--- config.mk ---
export PLATFORM = sky130hd
export DESIGN_NAME = tx_input_clocking_phase_align
export DESIGN_NICKNAME = d
export VERILOG_FILES = /design/src/rtl/tx_align_pkg.sv /design/src/rtl/phase_align_fifo.sv /design/src/rtl/tx_input_clocking_phase_align.sv
export SDC_FILE = /design/constraint.sdc
export NUM_CORES = 1
export LEC_CHECK = 0
export ABC_CLOCK_PERIOD_IN_PS = 5800
export BUFFER_PORTS_ARGS = -buffer_cell sky130_fd_sc_hd__buf_2
export CAP_MARGIN = 20
export CORE_MARGIN = 1.5
export CORE_UTILIZATION = 50
export DETAILED_ROUTE_END_ITERATION = 7
export PLACE_DENSITY_LB_ADDON = 0.25
export SLEW_MARGIN = 20
export SYNTH_ARGS = -nofsm -noshare
export SYNTH_HDL_FRONTEND = slang
export SYNTH_SLANG_ARGS = --single-unit
--- constraint.sdc ---
create_clock -name clk_i -period 5.8 [get_ports clk_i]
set_clock_uncertainty 0.1 [all_clocks]
set_input_delay 1.16 -clock clk_i [delete_from_list [all_inputs] [get_ports clk_i]]
set_output_delay 1.16 -clock clk_i [all_outputs]
set_load 0.01 [all_outputs]
--- src/rtl/tx_align_pkg.sv ---
// shared constants, types and encodings for the transmit input clocking block
package tx_align_pkg;

    // three-level static selects, Gray-ordered low, mid, high
    typedef enum logic [1:0] {
        LVL_LOW  = 2'h0,
        LVL_MID  = 2'h1,
        LVL_HIGH = 2'h3
    } level3_e;

    // phase-align buffer alignment states
    typedef enum logic [1:0] {
        ALN_HOLD = 2'h0,
        ALN_FILL = 2'h1,
        ALN_RUN  = 2'h3
    } align_state_e;

    // one captured character with its side information
    typedef struct packed {
        logic [7:0] data;
        logic [1:0] ctl;
        logic sc;
        logic par_err;
    } char_s;

    localparam int CHAN_NUM = 2;
    localparam int CHAN_A = 0;
    localparam int FIFO_DEPTH = 4;
    localparam int SYNC_STAGES = 2;
    localparam int RST_LOW_EDGES = 2;

    localparam logic [4:0] PLL_MULT_FULL = 5'hA;
    localparam logic [4:0] PLL_MULT_HALF = 5'h14;

    // control code that, with special select high, starts a word sync
    localparam logic [1:0] WORD_SYNC_CTL = 2'h3;

    localparam logic [1:0] LVL_RESET = 2'h0;
    localparam logic [1:0] RST_CNT_RESET = 2'h0;
    localparam logic [2:0] SYNC_RESET = 3'h0;
    localparam logic [2:0] SYNC_RESET_HI = 3'h7;
    localparam logic [11:0] CHAR_RESET = 12'h000;

endpackage

--- src/rtl/phase_align_fifo.sv ---
// small synchronous fifo used as a per-channel phase-align buffer
`timescale 1ns/1ps
module phase_align_fifo
    import tx_align_pkg::*;
#(
    parameter int WIDTH = 12,
    parameter int DEPTH = 4,
    parameter int AW = $clog2(DEPTH)
)
(
    input wire logic clk_i,                 // system clock
    input wire logic arst_n_i,              // async reset, active low
    input wire logic flush_i,               // empty the buffer
    input wire logic in_valid_i,            // write request
    output logic in_ready_o,                // room for a word
    input wire logic [WIDTH-1:0] in_data_i, // write data
    output logic out_valid_o,               // word available
    input wire logic out_ready_i,           // read request
    output logic [WIDTH-1:0] out_data_o,    // read data
    output logic [AW:0] level_o             // words held
);

    logic [WIDTH-1:0] mem_ff [DEPTH];
    logic [AW-1:0] wr_ptr_ff;
    logic [AW-1:0] rd_ptr_ff;
    logic [AW:0] cnt_ff;
    logic [WIDTH-1:0] rdata_ff;
    wire do_wr;
    wire do_rd;
    wire [AW-1:0] rd_next;

    // count is one bit wider than the pointers so that a full buffer is seen
    assign in_ready_o = (cnt_ff != (AW+1)'(DEPTH)) || out_ready_i;
    assign out_valid_o = (cnt_ff != '0);
    assign do_wr = in_valid_i && in_ready_o && !flush_i;
    assign do_rd = out_valid_o && out_ready_i && !flush_i;
    assign rd_next = (rd_ptr_ff == AW'(DEPTH - 1)) ? '0 : rd_ptr_ff + 1'b1;
    assign level_o = cnt_ff;
    assign out_data_o = rdata_ff;

    always_ff @(posedge clk_i)
    begin
        if (do_wr)
        begin
            mem_ff[wr_ptr_ff] <= in_data_i;
        end
    end

    always_ff @(posedge clk_i or negedge arst_n_i)
    begin
        if (!arst_n_i)
        begin
            wr_ptr_ff <= '0;
            rd_ptr_ff <= '0;
            cnt_ff <= '0;
        end
        else if (flush_i)
        begin
            wr_ptr_ff <= '0;
            rd_ptr_ff <= '0;
            cnt_ff <= '0;
        end
        else
        begin
            if (do_wr)
            begin
                wr_ptr_ff <= (wr_ptr_ff == AW'(DEPTH - 1)) ? '0 : wr_ptr_ff + 1'b1;
            end
            if (do_rd)
            begin
                rd_ptr_ff <= rd_next;
            end
            cnt_ff <= cnt_ff + (AW+1)'(do_wr) - (AW+1)'(do_rd);
        end
    end

    // registered head word; a lone write into an empty buffer goes straight in
    always_ff @(posedge clk_i or negedge arst_n_i)
    begin
        if (!arst_n_i)
        begin
            rdata_ff <= '0;
        end
        else if (do_rd && (cnt_ff > (AW+1)'(1)))
        begin
            rdata_ff <= mem_ff[rd_next];
        end
        else if (do_wr && ((cnt_ff == '0) || (do_rd && (cnt_ff == (AW+1)'(1)))))
        begin
            rdata_ff <= in_data_i;
        end
    end

endmodule

--- src/rtl/tx_input_clocking_phase_align.sv ---
// transmit input register clocking, phase-align buffers and parity check
`timescale 1ns/1ps
module tx_input_clocking_phase_align
    import tx_align_pkg::*;
#(
    parameter int NCH = CHAN_NUM,
    parameter int DEPTH = FIFO_DEPTH
)
(
    input wire logic clk_i,                              // 25 MHz system clock
    input wire logic arst_n_i,                           // async reset, active low
    input wire logic reference_clock_i,                  // reference clock pin
    input wire logic [NCH-1:0] tx_channel_input_clock_i, // per-channel input clocks
    input wire logic tx_phase_reset_n_i,                 // phase reset, active low
    input wire logic [1:0] tx_input_clock_source_sel_i,  // three-level clock select
    input wire logic ref_clock_rate_sel_i,               // high: half-rate reference
    input wire logic [1:0] parity_check_control_i,       // three-level parity control
    input wire logic special_char_sel_i,                 // special character select
    input wire logic [NCH-1:0][7:0] tx_data_in_i,        // parallel characters
    input wire logic [NCH-1:0][1:0] tx_control_code_i,   // per-channel control codes
    input wire logic [NCH-1:0] tx_parity_i,              // odd parity inputs
    output char_s [NCH-1:0] enc_char_o,                  // characters to encoder
    output logic [NCH-1:0] enc_valid_o,                  // one-cycle character strobe
    output logic [NCH-1:0] enc_word_sync_o,              // character starts word sync
    output logic [NCH-1:0] tx_channel_error_flag_o,      // sticky buffer overflow/underflow error
    output logic [4:0] transmit_pll_mult_o,              // pll multiplier
    output logic buffer_bypassed_o                       // phase-align buffer bypassed
);

    localparam int AW = $clog2(DEPTH);
    localparam int CW = $bits(char_s);
    localparam logic [AW:0] HALF_LVL = (AW+1)'(DEPTH / 2);

    function automatic logic is_word_sync(input char_s c);
        is_word_sync = c.sc && (c.ctl == WORD_SYNC_CTL);
    endfunction

    ////////////////////////////////////////////////////////////////////////////
    // pin synchronisers

    logic [2:0] ref_sync_ff;
    logic [NCH-1:0][2:0] chclk_sync_ff;
    logic [SYNC_STAGES-1:0] prst_sync_ff;
    logic [NCH-1:0][SYNC_STAGES-1:0][11:0] din_sync_ff;
    logic [SYNC_STAGES-1:0] sc_sync_ff;
    logic [SYNC_STAGES-1:0][5:0] cfg_sync_ff;

    always_ff @(posedge clk_i or negedge arst_n_i)
    begin
        if (!arst_n_i)
        begin
            ref_sync_ff <= SYNC_RESET;
            prst_sync_ff <= '1;
            sc_sync_ff <= '0;
            cfg_sync_ff <= '0;
        end
        else
        begin
            ref_sync_ff <= {ref_sync_ff[1:0], reference_clock_i};
            prst_sync_ff <= {prst_sync_ff[0], tx_phase_reset_n_i};
            sc_sync_ff <= {sc_sync_ff[0], special_char_sel_i};
            cfg_sync_ff <= {cfg_sync_ff[0], {tx_input_clock_source_sel_i,
                ref_clock_rate_sel_i, parity_check_control_i, 1'b0}};
        end
    end

    genvar s;
    generate
        for (s = 0; s < NCH; s++)
        begin : g_sync
            always_ff @(posedge clk_i or negedge arst_n_i)
            begin
                if (!arst_n_i)
                begin
                    chclk_sync_ff[s] <= SYNC_RESET;
                    din_sync_ff[s] <= '0;
                end
                else
                begin
                    chclk_sync_ff[s] <= {chclk_sync_ff[s][1:0], tx_channel_input_clock_i[s]};
                    din_sync_ff[s] <= {din_sync_ff[s][0],
                        {tx_data_in_i[s], tx_control_code_i[s], tx_parity_i[s], 1'b0}};
                end
            end
        end
    endgenerate

    ////////////////////////////////////////////////////////////////////////////
    // configuration decode and edge strobes

    wire [5:0] cfg_w = cfg_sync_ff[SYNC_STAGES-1];
    wire [1:0] src_sel_w = cfg_w[5:4];
    wire half_rate_w = cfg_w[3];
    wire par_en_w = (cfg_w[2:1] != LVL_LOW);
    wire ref_rise_w = ref_sync_ff[1] && !ref_sync_ff[2];
    wire ref_fall_w = !ref_sync_ff[1] && ref_sync_ff[2];
    wire prst_n_w = prst_sync_ff[SYNC_STAGES-1];
    wire sc_w = sc_sync_ff[SYNC_STAGES-1];
    wire [NCH-1:0] ch_rise_w;
    wire [NCH-1:0] cap_stb_w;

    // both reference edges at half rate
    wire ref_stb_w = ref_rise_w || (half_rate_w && ref_fall_w);
    // bypass when select and rate are low
    wire bypass_w = (src_sel_w == LVL_LOW) && !half_rate_w;
    assign transmit_pll_mult_o = half_rate_w ? PLL_MULT_HALF : PLL_MULT_FULL;
    assign buffer_bypassed_o = bypass_w;

    // reference-edge count of phase reset sampled low
    logic [1:0] rst_low_cnt_ff;
    logic align_req_ff;
    wire rst_taken_w = (rst_low_cnt_ff == 2'(RST_LOW_EDGES - 1)) && !prst_n_w && ref_rise_w;

    always_ff @(posedge clk_i or negedge arst_n_i)
    begin
        if (!arst_n_i)
        begin
            rst_low_cnt_ff <= RST_CNT_RESET;
            align_req_ff <= 1'b0;
        end
        else if (ref_rise_w)
        begin
            // reset counted over consecutive reference edges
            if (prst_n_w || bypass_w)
            begin
                rst_low_cnt_ff <= RST_CNT_RESET;
            end
            else if (rst_low_cnt_ff != 2'(RST_LOW_EDGES - 1))
            begin
                rst_low_cnt_ff <= rst_low_cnt_ff + 2'h1;
            end
            // align while low, freeze when high
            align_req_ff <= !prst_n_w && !bypass_w &&
                (rst_taken_w || align_req_ff);
        end
    end

    ////////////////////////////////////////////////////////////////////////////
    // per-channel capture, phase-align buffer and error flag

    align_state_e [NCH-1:0] aln_ff;
    char_s [NCH-1:0] cap_ff;
    logic [NCH-1:0] cap_vld_ff;
    char_s [NCH-1:0] out_ff;
    logic [NCH-1:0] out_vld_ff;
    logic [NCH-1:0] err_ff;
    logic sc_a_ff;

    // special select follows channel A's strobe
    always_ff @(posedge clk_i or negedge arst_n_i)
    begin
        if (!arst_n_i)
        begin
            sc_a_ff <= 1'b0;
        end
        else
        begin
            sc_a_ff <= cap_stb_w[CHAN_A] ? sc_w : sc_a_ff;
        end
    end

    genvar c;
    generate
        for (c = 0; c < NCH; c++)
        begin : g_chan
            wire [11:0] din_w = din_sync_ff[c][SYNC_STAGES-1];
            wire fifo_in_rdy;
            wire fifo_out_vld;
            wire [CW-1:0] fifo_out_data;
            wire [AW:0] fifo_lvl;
            char_s nxt_cap;
            assign ch_rise_w[c] = chclk_sync_ff[c][1] && !chclk_sync_ff[c][2];
            assign cap_stb_w[c] = (src_sel_w == LVL_LOW) ? ref_stb_w :
                                  (src_sel_w == LVL_MID) ? ch_rise_w[c] : ch_rise_w[CHAN_A];
            assign nxt_cap.data = din_w[11:4];
            assign nxt_cap.ctl = din_w[3:2];
            // special select carried with control code
            assign nxt_cap.sc = cap_stb_w[CHAN_A] ? sc_w : sc_a_ff;
            assign nxt_cap.par_err = par_en_w && !(^{din_w[11:4], din_w[1]});

            // flush while aligning, then refill to half
            wire flush_w = bypass_w || (aln_ff[c] == ALN_HOLD);
            wire rd_en_w = (aln_ff[c] == ALN_RUN) && ref_stb_w;
            // a full buffer drops the character
            wire ovf_w = cap_vld_ff[c] && !fifo_in_rdy && !flush_w;
            wire unf_w = rd_en_w && !fifo_out_vld;
            wire sync_sent_w = out_vld_ff[c] && is_word_sync(out_ff[c]);

            phase_align_fifo #(
                .WIDTH(CW),
                .DEPTH(DEPTH)
            ) u_fifo (
                .clk_i(clk_i),
                .arst_n_i(arst_n_i),
                .flush_i(flush_w),
                .in_valid_i(cap_vld_ff[c]),
                .in_ready_o(fifo_in_rdy),
                .in_data_i(cap_ff[c]),
                .out_valid_o(fifo_out_vld),
                .out_ready_i(rd_en_w),
                .out_data_o(fifo_out_data),
                .level_o(fifo_lvl)
            );

            always_ff @(posedge clk_i or negedge arst_n_i)
            begin
                if (!arst_n_i)
                begin
                    cap_ff[c] <= CHAR_RESET;
                    cap_vld_ff[c] <= 1'b0;
                end
                else
                begin
                    cap_vld_ff[c] <= cap_stb_w[c];
                    cap_ff[c] <= cap_stb_w[c] ? nxt_cap : cap_ff[c];
                end
            end

            always_ff @(posedge clk_i or negedge arst_n_i)
            begin
                if (!arst_n_i)
                begin
                    aln_ff[c] <= ALN_HOLD;
                end
                else if (align_req_ff || bypass_w)
                begin
                    aln_ff[c] <= ALN_HOLD;
                end
                else
                begin
                    unique case (aln_ff[c])
                        ALN_HOLD: aln_ff[c] <= ALN_FILL;
                        ALN_FILL: aln_ff[c] <= (fifo_lvl >= HALF_LVL) ? ALN_RUN : ALN_FILL;
                        ALN_RUN: aln_ff[c] <= ALN_RUN;
                        default: aln_ff[c] <= ALN_HOLD;
                    endcase
                end
            end

            always_ff @(posedge clk_i or negedge arst_n_i)
            begin
                if (!arst_n_i)
                begin
                    out_ff[c] <= CHAR_RESET;
                    out_vld_ff[c] <= 1'b0;
                end
                else if (bypass_w)
                begin
                    out_vld_ff[c] <= cap_vld_ff[c];
                    out_ff[c] <= cap_vld_ff[c] ? cap_ff[c] : out_ff[c];
                end
                else
                begin
                    out_vld_ff[c] <= rd_en_w && fifo_out_vld;
                    out_ff[c] <= (rd_en_w && fifo_out_vld) ? char_s'(fifo_out_data) : out_ff[c];
                end
            end

            // sticky fault, set wins over clear
            always_ff @(posedge clk_i or negedge arst_n_i)
            begin
                if (!arst_n_i)
                begin
                    err_ff[c] <= 1'b0;
                end
                else if (!bypass_w && (ovf_w || unf_w))
                begin
                    err_ff[c] <= 1'b1;
                end
                else if (sync_sent_w || align_req_ff || bypass_w)
                begin
                    err_ff[c] <= 1'b0;
                end
            end

            assign enc_char_o[c] = out_ff[c];
            assign enc_valid_o[c] = out_vld_ff[c];
            assign enc_word_sync_o[c] = out_vld_ff[c] && is_word_sync(out_ff[c]);
            assign tx_channel_error_flag_o[c] = err_ff[c];
        end
    endgenerate

endmodule

==> reports/metrics.yaml <==
run:
  max_cap_violations: 0
floorplanning:
  die_w_microns: 146
  rows: 52
  die_area_sq_mm: 0.0213
  start_util_pct: 50.8
  ios: 70
  core_region_area_sq_mm: 0.0201
  fp.dieH_microns: 146
logic_synthesis:
  yosysSeqAreaShare_pct: 69.2
  syn_avg_cell_area_sq_um: 15.2
  synthArstFlopShare_pct: 63.5
  synth_warnings: 0
  netlist_area_sq_mm: 0.0102
  yosys_most_used_dff: "dfrtp_1"
  netlist_instances: 672
  synthDistinctLibCells: 55
  syn_nets: 725
  synth_edf_count: 96
  ys_ff_latch: 263
worst_setup_path:
  crit_fanout: 33
  cp-end-kind: "output port"
  cp.arrival_ns: 2.49
  worstPathRequired_ns: 4.54
  start_kind: "flip-flop"
  critical_path_class: "reg -> out"
global_route:
  grt_overflow: 0
  grt_start_max_net_pins: 60
  antenna_found_initial: 0
  grt_pass1_vias: 5764
  grt_usage_pct: 17.8
  grt_pass1_wl_mm: 30.1
clock_network:
  cts_setup_buffers: 0
  path_clk_slew_ns: 0.06
  cts_resized: 0
  cts_max_path_buffers: 3
  cts_tree: "built"
  numClockSinks: 263
  cts_buffers: 26
  clk-insertion-delay-late_ns: 0.52
  h-tree-depth: 1
  root_buffer: "clkbuf_16"
  cts_hold_buf: 0
finish:
  final_cell_mix: "dfrtp_1, edfxtp_1, buf_2, nand2_1, nor2_1"
  nets: 797
  area_delta_synth_final_pct: 14.0
  final_layout_size_suffix_gt1_share_pct: 27.5
  final_area_sq_mm: 0.0116
  mostFrequentLayoutCell: "dfrtp_1"
  diodes: 0
routing:
  dr.max_layer_used: "met4"
  wl_met1_mm: 7.45
  drt-pass1-iter-count: 4
  routed_wirelength_mm: 18.3
  drcViolationCount: 0
  wl_met2_mm: 9.62
  viasPerCell: 5.33
  num_vias: 5508
  wl_per_cell_microns: 17.7
  postRouteAntennaNets: 0
  wl_met3_microns: 619
  drt_iter0_markers: 276
timing:
  grt_setup_unrepaired: "no"
  min_period_ns: 3.75
  fin_crit_sh_pct: 64.7
  hold_violations: 0
  holdWs_ns: 0.247
  final_max_slew_viol_count: 0
  max_slew_margin_pct: 32.4
  fin_setup_tns_ns: 0
  worst_pin_slew_ns: 1.01
  fmax_mhz: 267
  setup_viol: 0
power_and_ir_drop:
  p_per_area_mw_per_mm2: 445
  power.leakage_nw: 4.87
  power_mw: 5.18
  irDropWorstVdd_mv: 0.245
placement:
  gp_congestion: 0.762
  placed_area_sq_mm: 0.0108
  place_hpwl_mm: 12.6
  port_buffers: 68
outcome:
  outcome: "completed"
hold_path:
  min_path_type: "reg -> reg"
[sequential cells by signal, summed over array words and instances (netlist names), 5 cells and up]
signal	cells
cap_ff	24
g_chan.u_fifo.mem_ff	96
cfg_w	5
din_sync_ff	22
g_chan.u_fifo.level_o	6
enc_char_o	24
chclk_sync_ff	6
cfg_sync_ff	5
g_chan.din_w	22
g_chan.u_fifo.out_data_o	24
[worst max-delay path, cell delays in order (launching register included)]
cell and delay (ns):
dfrtp_1 0.41, nor2_1 0.25, nand2_2 0.62, inv_2 0.48, buf_2 0.20
[path summary, 6_finish.rpt]
check                                          start                                     to  slack (ns)  cells past startpoint
max                               cfg_w[5]$_DFF_PN0_                      buffer_bypassed_o        2.05                      4
min                        din_sync_ff[26]$_DFF_PN0_           g_chan[1].din_w[2]$_DFF_PN0_        0.25                      0
min reg2reg                din_sync_ff[26]$_DFF_PN0_           g_chan[1].din_w[2]$_DFF_PN0_        0.25                      0
max in group asynchronous                   arst_n_i                 cap_ff[16]$_DFFE_PN0P_        3.95                      2
max reg2reg                       cfg_w[3]$_DFF_PN0_  g_chan[1].u_fifo.level_o[2]$_DFF_PN0_        2.64                     10
min in group asynchronous                   arst_n_i                 cap_ff[14]$_DFFE_PN0P_        0.50                      1
[logic make-up after synthesis]
kind of cell,after synthesis,share of synthesized area [%]
flops,263,69.2
simple gates,142,6.53
compound gates,99,7.06
mux,77,10.8
buf+inv,53,2.44
fa+ha+maj,19,2.47
xor+xnor,18,1.54
other cells,1,0.0367
[final cells by class]
type,instances,area [sq um]
clock buffers,38,758
clock inverters,10,101
fillers,1540,8460
inverters,24,90.1
multi-input cells,356,2910
flip-flops and latches,263,7060
well taps,270,338
repair buffers,73,384
[stage by stage]
step                util (%)  std cells  worst slack [ns]
floorplan                  -        672              3.44
global placement        53.6        985              2.65
detailed placement      53.6        985              2.59
CTS                     57.9       1033              2.03
global route            57.9       1034              1.92
finish                  57.9       1034              2.05
[synthesized netlist by cell type (2+ instances only)]
| cell type | count | area [sq um] |
|---|---|---|
| a211oi_2 | 2 | 25.0 |
| a21oi_1 | 23 | 115 |
| a21oi_2 | 10 | 87.6 |
| and2_1 | 11 | 68.8 |
| and3_1 | 2 | 12.5 |
| and4_1 | 2 | 17.5 |
| buf_2 | 13 | 65.1 |
| buf_4 | 6 | 45.0 |
| clkbuf_1 | 8 | 30.0 |
| dfrtp_1 | 165 | 4130 |
| dfstp_2 | 2 | 52.6 |
| edfxtp_1 | 96 | 2880 |
| fa_1 | 2 | 40.0 |
| ha_1 | 17 | 213 |
| inv_1 | 22 | 82.6 |
| inv_2 | 2 | 7.51 |
| mux2_2 | 23 | 259 |
| mux2i_1 | 30 | 300 |
| mux4_2 | 24 | 541 |
| nand2_1 | 52 | 195 |
| nand2b_1 | 4 | 25.0 |
| nand3_1 | 7 | 35.0 |
| nor2_1 | 35 | 131 |
| nor2b_1 | 3 | 18.8 |
| nor3_1 | 7 | 35.0 |
| o21a_1 | 2 | 15.0 |
| o21ai_0 | 33 | 165 |
| o21ai_1 | 2 | 10.0 |
| o221a_2 | 12 | 135 |
| o31ai_1 | 2 | 15.0 |
| or2_2 | 12 | 75.1 |
| or3_1 | 2 | 12.5 |
| xnor2_1 | 14 | 123 |
| xor2_1 | 4 | 35.0 |
[power by group]
group / leakage [nW] / internal (mW) / switching (mW)
sequential: 2.89 / 2.32 / 0.259
combinational: 1.56 / 0.436 / 0.504
clock: 0.422 / 0.994 / 0.668
[routing by layer]
metal	vias to the layer above	GRT usage [%]
met4	0	6.28
li1	2559	-
met2	127	32.1
met3	45	2.60
met1	2777	21.9
met5	-	0
Note: power is estimated with default switching activity, not from simulation.
